[config.mk]
export PLATFORM = sky130hd
export DESIGN_NAME = pmbus_fault_status_registers
export DESIGN_NICKNAME = d
export VERILOG_FILES = /design/src/pmbus_fault_status_registers.v
export VERILOG_INCLUDE_DIRS = /design/src
export SDC_FILE = /design/constraint.sdc
export NUM_CORES = 1
export LEC_CHECK = 0
export BUFFER_PORTS_ARGS = -buffer_cell sky130_fd_sc_hd__clkbuf_2
export CORE_MARGIN = 10
export CORE_UTILIZATION = 37
export DETAILED_ROUTE_END_ITERATION = 16
export PLACE_DENSITY = 0.64
export SYNTH_ARGS = -nofsm -noshare
export SYNTH_HDL_FRONTEND = slang
export SYNTH_SLANG_ARGS = --single-unit
[constraint.sdc]
create_clock -name core_clk_i -period 1.8 [get_ports core_clk_i]
set_input_delay 0.36 -clock core_clk_i [delete_from_list [all_inputs] [get_ports core_clk_i]]
set_output_delay 0.36 -clock core_clk_i [all_outputs]
set_load 0.01 [all_outputs]
[src/fault_status_defines.vh]
// Command codes, bit positions and reset values of the fault status bank
`ifndef FAULT_STATUS_DEFINES_VH
`define FAULT_STATUS_DEFINES_VH

// Command codes
`define CMD_ONE_BYTE_SUMMARY   8'h78
`define CMD_SUMMARY_WORD       8'h79
`define CMD_VOUT_FLAGS         8'h7A
`define CMD_IOUT_FLAGS         8'h7B

// Summary word upper-byte positions
`define SW_VOLTAGE_BIT         15
`define SW_CURRENT_BIT         14
`define SW_INPUT_BIT           13
`define SW_VENDOR_BIT          12
`define SW_PNOTGOOD_BIT        11
`define SW_OTHER_BIT           9

// One-byte summary positions
`define SB_OFF_BIT             6
`define SB_OV_FAULT_BIT        5
`define SB_OC_FAULT_BIT        4
`define SB_TEMP_BIT            2
`define SB_CML_BIT             1
`define SB_OTH_BIT             0

// Output-voltage flag positions
`define VO_OV_FAULT_BIT        7
`define VO_OV_WARN_BIT         6
`define VO_UV_WARN_BIT         5
`define VO_UV_FAULT_BIT        4
`define VO_CLAMP_BIT           3

// Output-current flag positions
`define IO_OC_FAULT_BIT        7
`define IO_OCLV_BIT            6
`define IO_OC_WARN_BIT         5
`define IO_UC_FAULT_BIT        4

// Vendor byte bit excluded from the summary; other byte first-alert bit
`define VENDOR_CONDUCTION_BIT  7
`define FIRST_ALERT_BIT        0

// Reset values
`define VOUT_FLAGS_RESET       8'h00
`define IOUT_FLAGS_RESET       8'h00
`define OC_MASK_NVM_RESET      1'b0

`endif

[src/pmbus_fault_status_registers.v]
// Output voltage and current fault flags with summary status word
`timescale 1ns/1ps
`include "fault_status_defines.vh"

module pmbus_fault_status_registers (
  input  wire        core_clk_i,       // Core clock, 250 MHz
  input  wire        rst_i,            // Power-up reset, async, high
  input  wire        cmd_valid_i,      // Command strobe, one cycle
  input  wire        cmd_write_i,      // 1 write, 0 read
  input  wire [7:0]  cmd_code_i,       // Command code
  input  wire [15:0] cmd_wdata_i,      // Write data, byte in [7:0]
  input  wire        clear_faults_i,   // Clear-all command pulse
  input  wire        output_on_i,      // Output turned on pulse
  input  wire        ov_fault_det_i,   // Overvoltage fault detect (async)
  input  wire        ov_warn_det_i,    // Overvoltage warning detect (async)
  input  wire        uv_warn_det_i,    // Undervoltage warning detect (async)
  input  wire        uv_fault_det_i,   // Undervoltage fault detect (async)
  input  wire        clamp_det_i,      // Setpoint clamp warning (async)
  input  wire        oc_fault_det_i,   // Overcurrent fault detect (async)
  input  wire        oclv_det_i,       // Overcurrent at low voltage (async)
  input  wire        oc_warn_det_i,    // Overcurrent warning detect (async)
  input  wire        uc_fault_det_i,   // Undercurrent fault detect (async)
  input  wire        soft_start_done_i,// Soft start complete (async)
  input  wire        pnotgood_det_i,   // Output outside window (async)
  input  wire        secondary_i,      // Stack secondary strap (async)
  input  wire        not_converting_i, // Device not converting power
  input  wire [4:0]  vout_disable_i,   // Disable bits for voltage [7:3]
  input  wire [3:0]  iout_disable_i,   // Disable bits for current [7:4]
  input  wire [7:0]  input_flags_i,    // Input status byte
  input  wire [7:0]  vendor_flags_i,   // Vendor status byte
  input  wire [7:0]  other_flags_i,    // Other status byte
  input  wire        temp_any_i,       // Any temperature flag set
  input  wire        cml_any_i,        // Any communication flag set
  input  wire        mask_wr_i,        // Overcurrent mask write pulse
  input  wire [1:0]  mask_wdata_i,     // [1] fault mask, [0] warning mask
  input  wire        nvm_store_i,      // Store warning mask to NVM pulse
  input  wire        nvm_restore_i,    // Restore masks from NVM pulse
  output reg  [15:0] rd_data_o,        // Read data
  output reg         rd_valid_o,       // Read data valid pulse
  output reg         invalid_data_o,   // Invalid data pulse
  output reg         oc_alert_o,       // Unmasked overcurrent alert level
  output reg  [1:0]  oc_mask_o,        // Current masks [1] fault [0] warning
  output reg         power_good_pin_o, // Power-good pin output level
  output reg         power_good_pin_oe_o // Power-good pin enable
);

  ////////////////////////////////////////////////////////////////////////////
  // Input synchronisers

  localparam NSYNC = 12;

  reg  [NSYNC-1:0] sync1_q;
  reg  [NSYNC-1:0] sync2_q;
  wire [NSYNC-1:0] async_in;

  assign async_in = {secondary_i, pnotgood_det_i, soft_start_done_i,
                     uc_fault_det_i, oc_warn_det_i, oclv_det_i,
                     oc_fault_det_i, clamp_det_i, uv_fault_det_i,
                     uv_warn_det_i, ov_warn_det_i, ov_fault_det_i};

  // Two flip-flops for each pin input
  always @(posedge core_clk_i or posedge rst_i)
  begin
    if (rst_i)
    begin
      sync1_q <= {NSYNC{1'b0}};
      sync2_q <= {NSYNC{1'b0}};
    end
    else
    begin
      sync1_q <= async_in;
      sync2_q <= sync1_q;
    end
  end

  wire ov_fault_s = sync2_q[0];
  wire ov_warn_s  = sync2_q[1];
  wire uv_warn_s  = sync2_q[2];
  wire uv_fault_s = sync2_q[3];
  wire clamp_s    = sync2_q[4];
  wire oc_fault_s = sync2_q[5];
  wire oclv_s     = sync2_q[6];
  wire oc_warn_s  = sync2_q[7];
  wire uc_fault_s = sync2_q[8];
  wire ss_s       = sync2_q[9];
  wire png_s      = sync2_q[10];
  wire second_s   = sync2_q[11];

  ////////////////////////////////////////////////////////////////////////////
  // Command decode

  wire wr_cmd   = cmd_valid_i & cmd_write_i;
  wire rd_cmd   = cmd_valid_i & ~cmd_write_i;
  wire wr_vout  = wr_cmd & (cmd_code_i == `CMD_VOUT_FLAGS);
  wire wr_iout  = wr_cmd & (cmd_code_i == `CMD_IOUT_FLAGS);
  wire clr_all  = clear_faults_i | output_on_i;

  // Write-one-to-clear masks, zero when not written
  wire [7:0] w1c_vout = wr_vout ? cmd_wdata_i[7:0] : 8'h00;
  wire [7:0] w1c_iout = wr_iout ? cmd_wdata_i[7:0] : 8'h00;

  ////////////////////////////////////////////////////////////////////////////
  // Latched flag sets

  reg [7:0] vout_set;
  reg [7:0] iout_set;

  // Build set vectors from the detectors
  always @*
  begin
    vout_set = 8'h00;
    iout_set = 8'h00;
    vout_set[`VO_OV_FAULT_BIT] = ov_fault_s;
    // fixed fault before soft start sets no warning
    vout_set[`VO_OV_WARN_BIT]  = ov_warn_s | (ov_fault_s & ss_s);
    vout_set[`VO_UV_WARN_BIT]  = uv_warn_s | uv_fault_s;
    vout_set[`VO_UV_FAULT_BIT] = uv_fault_s;
    vout_set[`VO_CLAMP_BIT]    = clamp_s;
    iout_set[`IO_OC_FAULT_BIT] = oc_fault_s;
    iout_set[`IO_OCLV_BIT]     = oclv_s;
    iout_set[`IO_OC_WARN_BIT]  = oc_warn_s;
    iout_set[`IO_UC_FAULT_BIT] = uc_fault_s;
    vout_set[7:3] = vout_set[7:3] & ~vout_disable_i;
    iout_set[7:4] = iout_set[7:4] & ~iout_disable_i;
  end

  ////////////////////////////////////////////////////////////////////////////
  // Flag registers

  reg  [7:0] vout_q;
  reg  [7:0] iout_q;
  reg  [7:0] vout_d;
  reg  [7:0] iout_d;
  reg  [7:0] iout_clr;

  // Next flag values; set wins over every clear
  always @*
  begin
    iout_clr = w1c_iout;
    // writes ignored, cleared through voltage bit 4
    iout_clr[`IO_OCLV_BIT] = w1c_vout[`VO_UV_FAULT_BIT];
    vout_d = clr_all ? 8'h00 : (vout_q & ~w1c_vout);
    iout_d = clr_all ? 8'h00 : (iout_q & ~iout_clr);
    vout_d = vout_d | vout_set;
    iout_d = iout_d | iout_set;
    vout_d[2:0] = 3'b000;
    iout_d[3:0] = 4'b0000;
  end

  // Flags cleared by power-up reset, clear-all pulses and write-one-to-clear
  always @(posedge core_clk_i or posedge rst_i)
  begin
    if (rst_i)
    begin
      vout_q <= `VOUT_FLAGS_RESET;
      iout_q <= `IOUT_FLAGS_RESET;
    end
    else
    begin
      vout_q <= vout_d;
      iout_q <= iout_d;
    end
  end

  ////////////////////////////////////////////////////////////////////////////
  // Summary byte and word

  wire [7:0]  status_byte;
  wire [15:0] status_word;
  wire png_rep  = png_s & ~second_s;
  wire vend_any = |(vendor_flags_i & ~(8'h01 << `VENDOR_CONDUCTION_BIT));
  wire oth_any  = vout_q[`VO_CLAMP_BIT] | vout_q[`VO_UV_FAULT_BIT] |
                  vout_q[`VO_OV_WARN_BIT] | vout_q[`VO_UV_WARN_BIT] |
                  iout_q[`IO_OC_WARN_BIT] | (|input_flags_i) |
                  other_flags_i[`FIRST_ALERT_BIT];

  // low byte is the one-byte summary
  assign status_byte = second_s ? 8'h00 :
         {1'b0, not_converting_i, vout_q[`VO_OV_FAULT_BIT],
          iout_q[`IO_OC_FAULT_BIT] | iout_q[`IO_OCLV_BIT], 1'b0,
          temp_any_i, cml_any_i, oth_any};

  assign status_word = {|vout_q,
                        iout_q[`IO_OC_FAULT_BIT] | iout_q[`IO_OC_WARN_BIT],
                        |input_flags_i,
                        vend_any,
                        png_rep,
                        1'b0,
                        other_flags_i[`FIRST_ALERT_BIT],
                        1'b0,
                        status_byte};

  ////////////////////////////////////////////////////////////////////////////
  // Read path and refused writes

  // Registered read answer one cycle after the strobe
  always @(posedge core_clk_i or posedge rst_i)
  begin
    if (rst_i)
    begin
      rd_data_o      <= 16'h0000;
      rd_valid_o     <= 1'b0;
      invalid_data_o <= 1'b0;
    end
    else
    begin
      rd_valid_o <= 1'b0;
      invalid_data_o <= wr_cmd & ((cmd_code_i == `CMD_SUMMARY_WORD) |
                                  (cmd_code_i == `CMD_ONE_BYTE_SUMMARY));
      if (rd_cmd)
      begin
        case (cmd_code_i)
          `CMD_SUMMARY_WORD:
          begin
            rd_data_o  <= status_word;
            rd_valid_o <= 1'b1;
          end
          `CMD_ONE_BYTE_SUMMARY:
          begin
            rd_data_o  <= {8'h00, status_byte};
            rd_valid_o <= 1'b1;
          end
          `CMD_VOUT_FLAGS:
          begin
            rd_data_o  <= {8'h00, vout_q};
            rd_valid_o <= 1'b1;
          end
          `CMD_IOUT_FLAGS:
          begin
            rd_data_o  <= {8'h00, iout_q};
            rd_valid_o <= 1'b1;
          end
          default:
          begin
            rd_data_o <= rd_data_o;
          end
        endcase
      end
    end
  end

  ////////////////////////////////////////////////////////////////////////////
  // Overcurrent alert masks and stored default

  reg nvm_mask_q;

  always @(posedge core_clk_i or posedge rst_i)
  begin
    if (rst_i)
    begin
      nvm_mask_q <= `OC_MASK_NVM_RESET;
      oc_mask_o  <= {2{`OC_MASK_NVM_RESET}};
    end
    else
    begin
      if (nvm_store_i)
        nvm_mask_q <= oc_mask_o[0];
      if (nvm_restore_i)
        oc_mask_o <= {nvm_mask_q, nvm_mask_q};
      else if (mask_wr_i)
        oc_mask_o <= mask_wdata_i;
    end
  end

  always @(posedge core_clk_i or posedge rst_i)
  begin
    if (rst_i)
      oc_alert_o <= 1'b0;
    else
      oc_alert_o <= (iout_q[`IO_OC_FAULT_BIT] & ~oc_mask_o[1]) |
                    (iout_q[`IO_OC_WARN_BIT] & ~oc_mask_o[0]);
  end

  ////////////////////////////////////////////////////////////////////////////
  // Power-good pin, open drain

  // pin pulled low while not good and not a stack secondary
  always @(posedge core_clk_i or posedge rst_i)
  begin
    if (rst_i)
    begin
      power_good_pin_o    <= 1'b0;
      power_good_pin_oe_o <= 1'b0;
    end
    else
    begin
      power_good_pin_o    <= 1'b0;
      power_good_pin_oe_o <= png_rep;
    end
  end

endmodule // pmbus_fault_status_registers

# After elaboration in Yosys (flattened, before gate mapping)
# Cells that the tools add are included.
# Widths: inputs -> output; s select.
dict set report totals {
  output_inout_bits 23
  regBits 56
  in_bits 83
  elab_cells 68
}
dict set report classes {
  muxes 10
  n_reduce_logical 7
  eq_ne 4
  n_bitwise 36
}
# op count
set op_table {}
lappend op_table {{$pmux 16 s4} 1}
lappend op_table {{$eq 8x7->1 const B} 4}
lappend op_table {{$mux 8} 4}
lappend op_table {{$and 8x8->8} 2}
lappend op_table {{$not 8->8} 2}
lappend op_table {{$or 8x8->8} 2}
lappend op_table {{$or 1x1->1} 13}
lappend op_table {{$and 1x1->1} 9}
lappend op_table {{$reduce_or 8->1} 1}
lappend op_table {{$mux 7} 1}
lappend op_table {{$reduce_or 7->1} 1}
lappend op_table {{$and 5x5->5} 1}
lappend op_table {{$not 5->5} 1}
lappend op_table {{$reduce_or 5->1} 1}
lappend op_table {{$and 4x4->4} 1}
lappend op_table {{$mux 2} 2}
lappend op_table {{$not 1->1} 4}
lappend op_table {{$not 4->4} 1}
lappend op_table {{$reduce_bool 4->1} 1}
lappend op_table {{$reduce_or 4->1} 1}
lappend op_table {{$mux 1} 2}
lappend op_table {{$reduce_and 2->1} 1}
lappend op_table {{$reduce_bool 2->1} 1}

# Longest topological paths before layout
dict set report depth {
  ltp_word 8
  depth_mapped 5
  ltp_nobuf 4
}

# Worst setup path after synthesis
# Ideal clock, no wire load.
dict set report synth_path {
  kind {input to register}
  start {input cmd_code_i[7]}
  end {register rd_data_o[5]}
  arrival_time_ps 1304
  setup_ps 125
  stages 5
  t_required_ps 1675
  path_buffers 1
  setup_slack_ps 372
  cell_sequence {and4b_1 -> buf_2 -> nand3_4 -> inv_2 -> mux2_2}
}
dict set report synth_between {
  elab_chain_len 3
  elab_cells_between_ends 7
  cone_classes {eq/ne (4); mux (1); reduce/logical (2)}
}
# item line
set synth_lines {}
lappend synth_lines {{from (decl)} pmbus_fault_status_registers.v:10} ;# input wire [7:0] cmd_code_i,
lappend synth_lines {{$eq 8x7->1} pmbus_fault_status_registers.v:212} ;# case (cmd_code_i)
lappend synth_lines {{$reduce_bool 4->1 (no source line)} --}
lappend synth_lines {{$reduce_and 2->1 (no source line)} --}
lappend synth_lines {{to (signal assigned)} pmbus_fault_status_registers.v:215} ;# rd_data_o <= status_word;
lappend synth_lines {{to (signal assigned)} pmbus_fault_status_registers.v:220} ;# rd_data_o <= {8'h00, status_byte};
lappend synth_lines {{to (signal assigned)} pmbus_fault_status_registers.v:225} ;# rd_data_o <= {8'h00, vout_q};
lappend synth_lines {{to (decl)} pmbus_fault_status_registers.v:38} ;# output reg [15:0] rd_data_o,
# Parallel ways exist; a longest one is shown, timed or not. The select of a mux whose other input is x is not followed.
# A chain may end at the register's enable or synchronous reset.

# Worst setup path after layout
dict set report layout_path {
  start {register vout_q[6]}
  end {register rd_data_o[0]}
}
dict set report layout_between {
  elab_chain_len 7
}
# item line
set layout_lines {}
lappend layout_lines {{from (decl)} pmbus_fault_status_registers.v:130} ;# reg [7:0] vout_q;
lappend layout_lines {{from (signal assigned)} pmbus_fault_status_registers.v:155} ;# vout_q <= `VOUT_FLAGS_RESET;
lappend layout_lines {{from (signal assigned)} pmbus_fault_status_registers.v:160} ;# vout_q <= vout_d;
lappend layout_lines {{$or 1x1->1 (5 in a row)} pmbus_fault_status_registers.v:172} ;# wire oth_any = vout_q[`VO_CLAMP_BIT] | vout_q[`VO_UV_FAULT_BIT] |
lappend layout_lines {{$mux 7} pmbus_fault_status_registers.v:178} ;# assign status_byte = second_s ? 8'h00 :
lappend layout_lines {{$pmux 16 s4} pmbus_fault_status_registers.v:212}
# No other way between the ends. The select of a mux whose other input is x is not followed.

==> impl_metrics.yaml <==
outcome:
  outcome: "finished, final reports clean"
cts:
  cts_buffers: 5
  cts.clk_slew.worst_paths_ns: 0.09
  post_cts_resized: 0
  cts_max_level: 2
  clk_latency_ns: 0.29
  clockBufferDepth: 2
  cts_sinks: 54
  cts-root-buf: "clkbuf_8"
  cts_tree: "built"
  postCtsSetupBuffers: 0
  cts_hold_buf: 0
final_layout:
  utilization: 0.503
  final_common_cell: "clkbuf_2"
  area_growth_pct: 28.9
  nFillCells: 536
  antenna_cells: 0
  finalNetCount: 343
  layout_common_cells: "clkbuf_2, dfrtp_1, nor2_1"
  drive_gt1_frac: 0.408
sta:
  setup_viol: 0
  rsz0062_at_grt: "false"
  period_needed_ns: 1.48
  period_share: 0.825
  fin_skew_ns: 0.00712
  finalHoldViolations: 0
  timing.hold.ws_ns: 0.0725
  fmax_ghz: 0.674
  final-max-slew-violation-count: 0
  finalSetupTns_ns: 0
place:
  port_buffers: 83
  gp_congestion: 0.791
  hpwl_mm: 4.21
power_and_ir_drop:
  p_per_area_nw_per_um2: 860
  finalPower_mw: 2.42
  peakVddDrop_mv: 0.562
  leakagePower_nw: 1.41
critical_path:
  worstSetupPathType: "reg -> reg"
  endpoint_kind: "flip-flop"
  rrSetupSlack_ns: 0.32
  cp.required_ns: 1.99
  rr_worst_depth: 3
  cp-start-kind: "flip-flop"
  r2r-start: "vout_q[6]"
  cp_max_fo: 3
  r2r_end: "rd_data_o[0]"
  critPathArrivalTime_ns: 1.68
logic_synthesis:
  synth_top_cell_area_share: 0.617
  syn-cell-area_sq_um: 2190
  synth_area_leaders: "dfrtp_1, a32o_1, nand4_1"
  ys_types: 40
  synth_seq_cells: 54
  synth_ff_type: "dfrtp_1"
  synth_edf_count: 0
  synth_cells: 171
  yosysTopAreaCell: "dfrtp_1"
  ys_seq_area_frac: 0.617
  ys_warn_count: 0
  synthArstFlopShare: 1.00
  syn_avg_cell_area_sq_um: 12.8
routing:
  vias_per_cell: 4.97
  totalWireLength_mm: 5.26
  ant_nets: 0
  avgRoutedWirePerCell_um: 15.8
  first_iter_violations: 69
  drc_errors: 0
  dr.pass1.iters: 4
  via_count: 1650
global_route:
  grt_pass1_wl_mm: 8.91
  gr-total-overflow: 0
  first_global_vias: 1802
  antenna_found_initial: 0
  grt_usage: 0.114
  grt_max_degree: 55
floorplanning:
  die_area_sq_um: 9390
  core_area_sq_um: 5610
  start_util: 0.390
  die_w_um: 96.9
  io_pins: 106
  die_h_um: 96.9
  rows: 27
min_path:
  hold_path_class: "in -> async"
job:
  drv_cap: 0
==> power by group <==
group / leakage, nW / internal, mW / switching, mW / total (mW)
Sequential: 0.672 / 1.29 / 0.0428 / 1.33
Combinational: 0.684 / 0.144 / 0.150 / 0.294
Clock: 0.0573 / 0.445 / 0.353 / 0.798
Total: 1.41 / 1.88 / 0.546 / 2.42
==> worst max path at each step <==
stage                              from              to  slack (ns)  cells past startpoint
final                         vout_q[6]    rd_data_o[0]        0.32                      3
after global routing          vout_q[6]    rd_data_o[0]        0.28                      3
after CTS                     vout_q[6]    rd_data_o[0]        0.32                      3
after detailed placement  cmd_code_i[7]       vout_q[4]        0.26                      5
after global placement    cmd_code_i[7]       vout_q[4]        0.26                      5
after floorplan                   rst_i  invalid_data_o        0.13                      1
==> cell usage after synthesis (2+ instances only) <==
cell	n
mux2_2	2
o31ai_1	8
nand2b_1	2
nor2_1	12
buf_2	5
a22o_1	4
mux2_1	5
a311o_1	2
nand2_1	4
nor4_4	2
buf_4	4
a211oi_1	2
a32o_1	7
and4b_1	2
inv_1	11
nand4_1	10
a31o_1	3
dfrtp_1	54
nor2b_1	7
a31oi_1	4
o21ai_1	2
==> cell type report <==
cell class / count / area, sq um / area share
Multi-Input combinational cell: 97 / 741 / 0.263
Clock inverter: 1 / 30.0 / 0.0106
Tap cell: 72 / 90.1 / 0.0319
Timing Repair Buffer: 90 / 480 / 0.170
Clock buffer: 6 / 82.6 / 0.0293
Inverter: 12 / 45.0 / 0.0160
Sequential cell: 54 / 1350 / 0.479
==> worst max-delay path: stages (launching register included) <==
cell and delay, ns:
dfrtp_1 0.42, or4_4 0.57, nand4b_4 0.18, a31o_1 0.22
==> through the flow <==
| step | setup WS, ns | instances | cell area [sq um] |
|---|---|---|---|
| after floorplan | 0.125 | 173 | 2200 |
| after detailed placement | 0.257 | 325 | 2710 |
| final | 0.315 | 332 | 2820 |
| after global routing | 0.276 | 332 | 2820 |
| after CTS | 0.318 | 332 | 2820 |
| after global placement | 0.263 | 325 | 2710 |
==> cells by family after synthesis <==
| kind of cell | count (synthesis) | share of synthesized area |
|---|---|---|
| flip-flops | 54 | 0.617 |
| AND/OR/NAND/NOR | 51 | 0.164 |
| AO/OA/AOI/OAI | 35 | 0.129 |
| buffers and inverters | 22 | 0.0475 |
| multiplexers | 8 | 0.0406 |
| other | 1 | 0.00171 |
==> state kept, by name, indices dropped and copies added (netlist names) <==
signal and flops:
rd_valid_o 1, sync1_q 12, rd_data_o 14, nvm_mask_q 1
invalid_data_o 1, sync2_q 12, oc_alert_o 1, oc_mask_o 2
iout_q 4, power_good_pin_oe_o 1, vout_q 5
==> layer usage <==
layer  GRT usage  part of all wire
met1       0.138              0.44
met2       0.178              0.47
met3      0.0490             0.085
met4      0.0338            0.0065
met5           0                 0
Note: power is estimated with default switching activity, not from simulation.
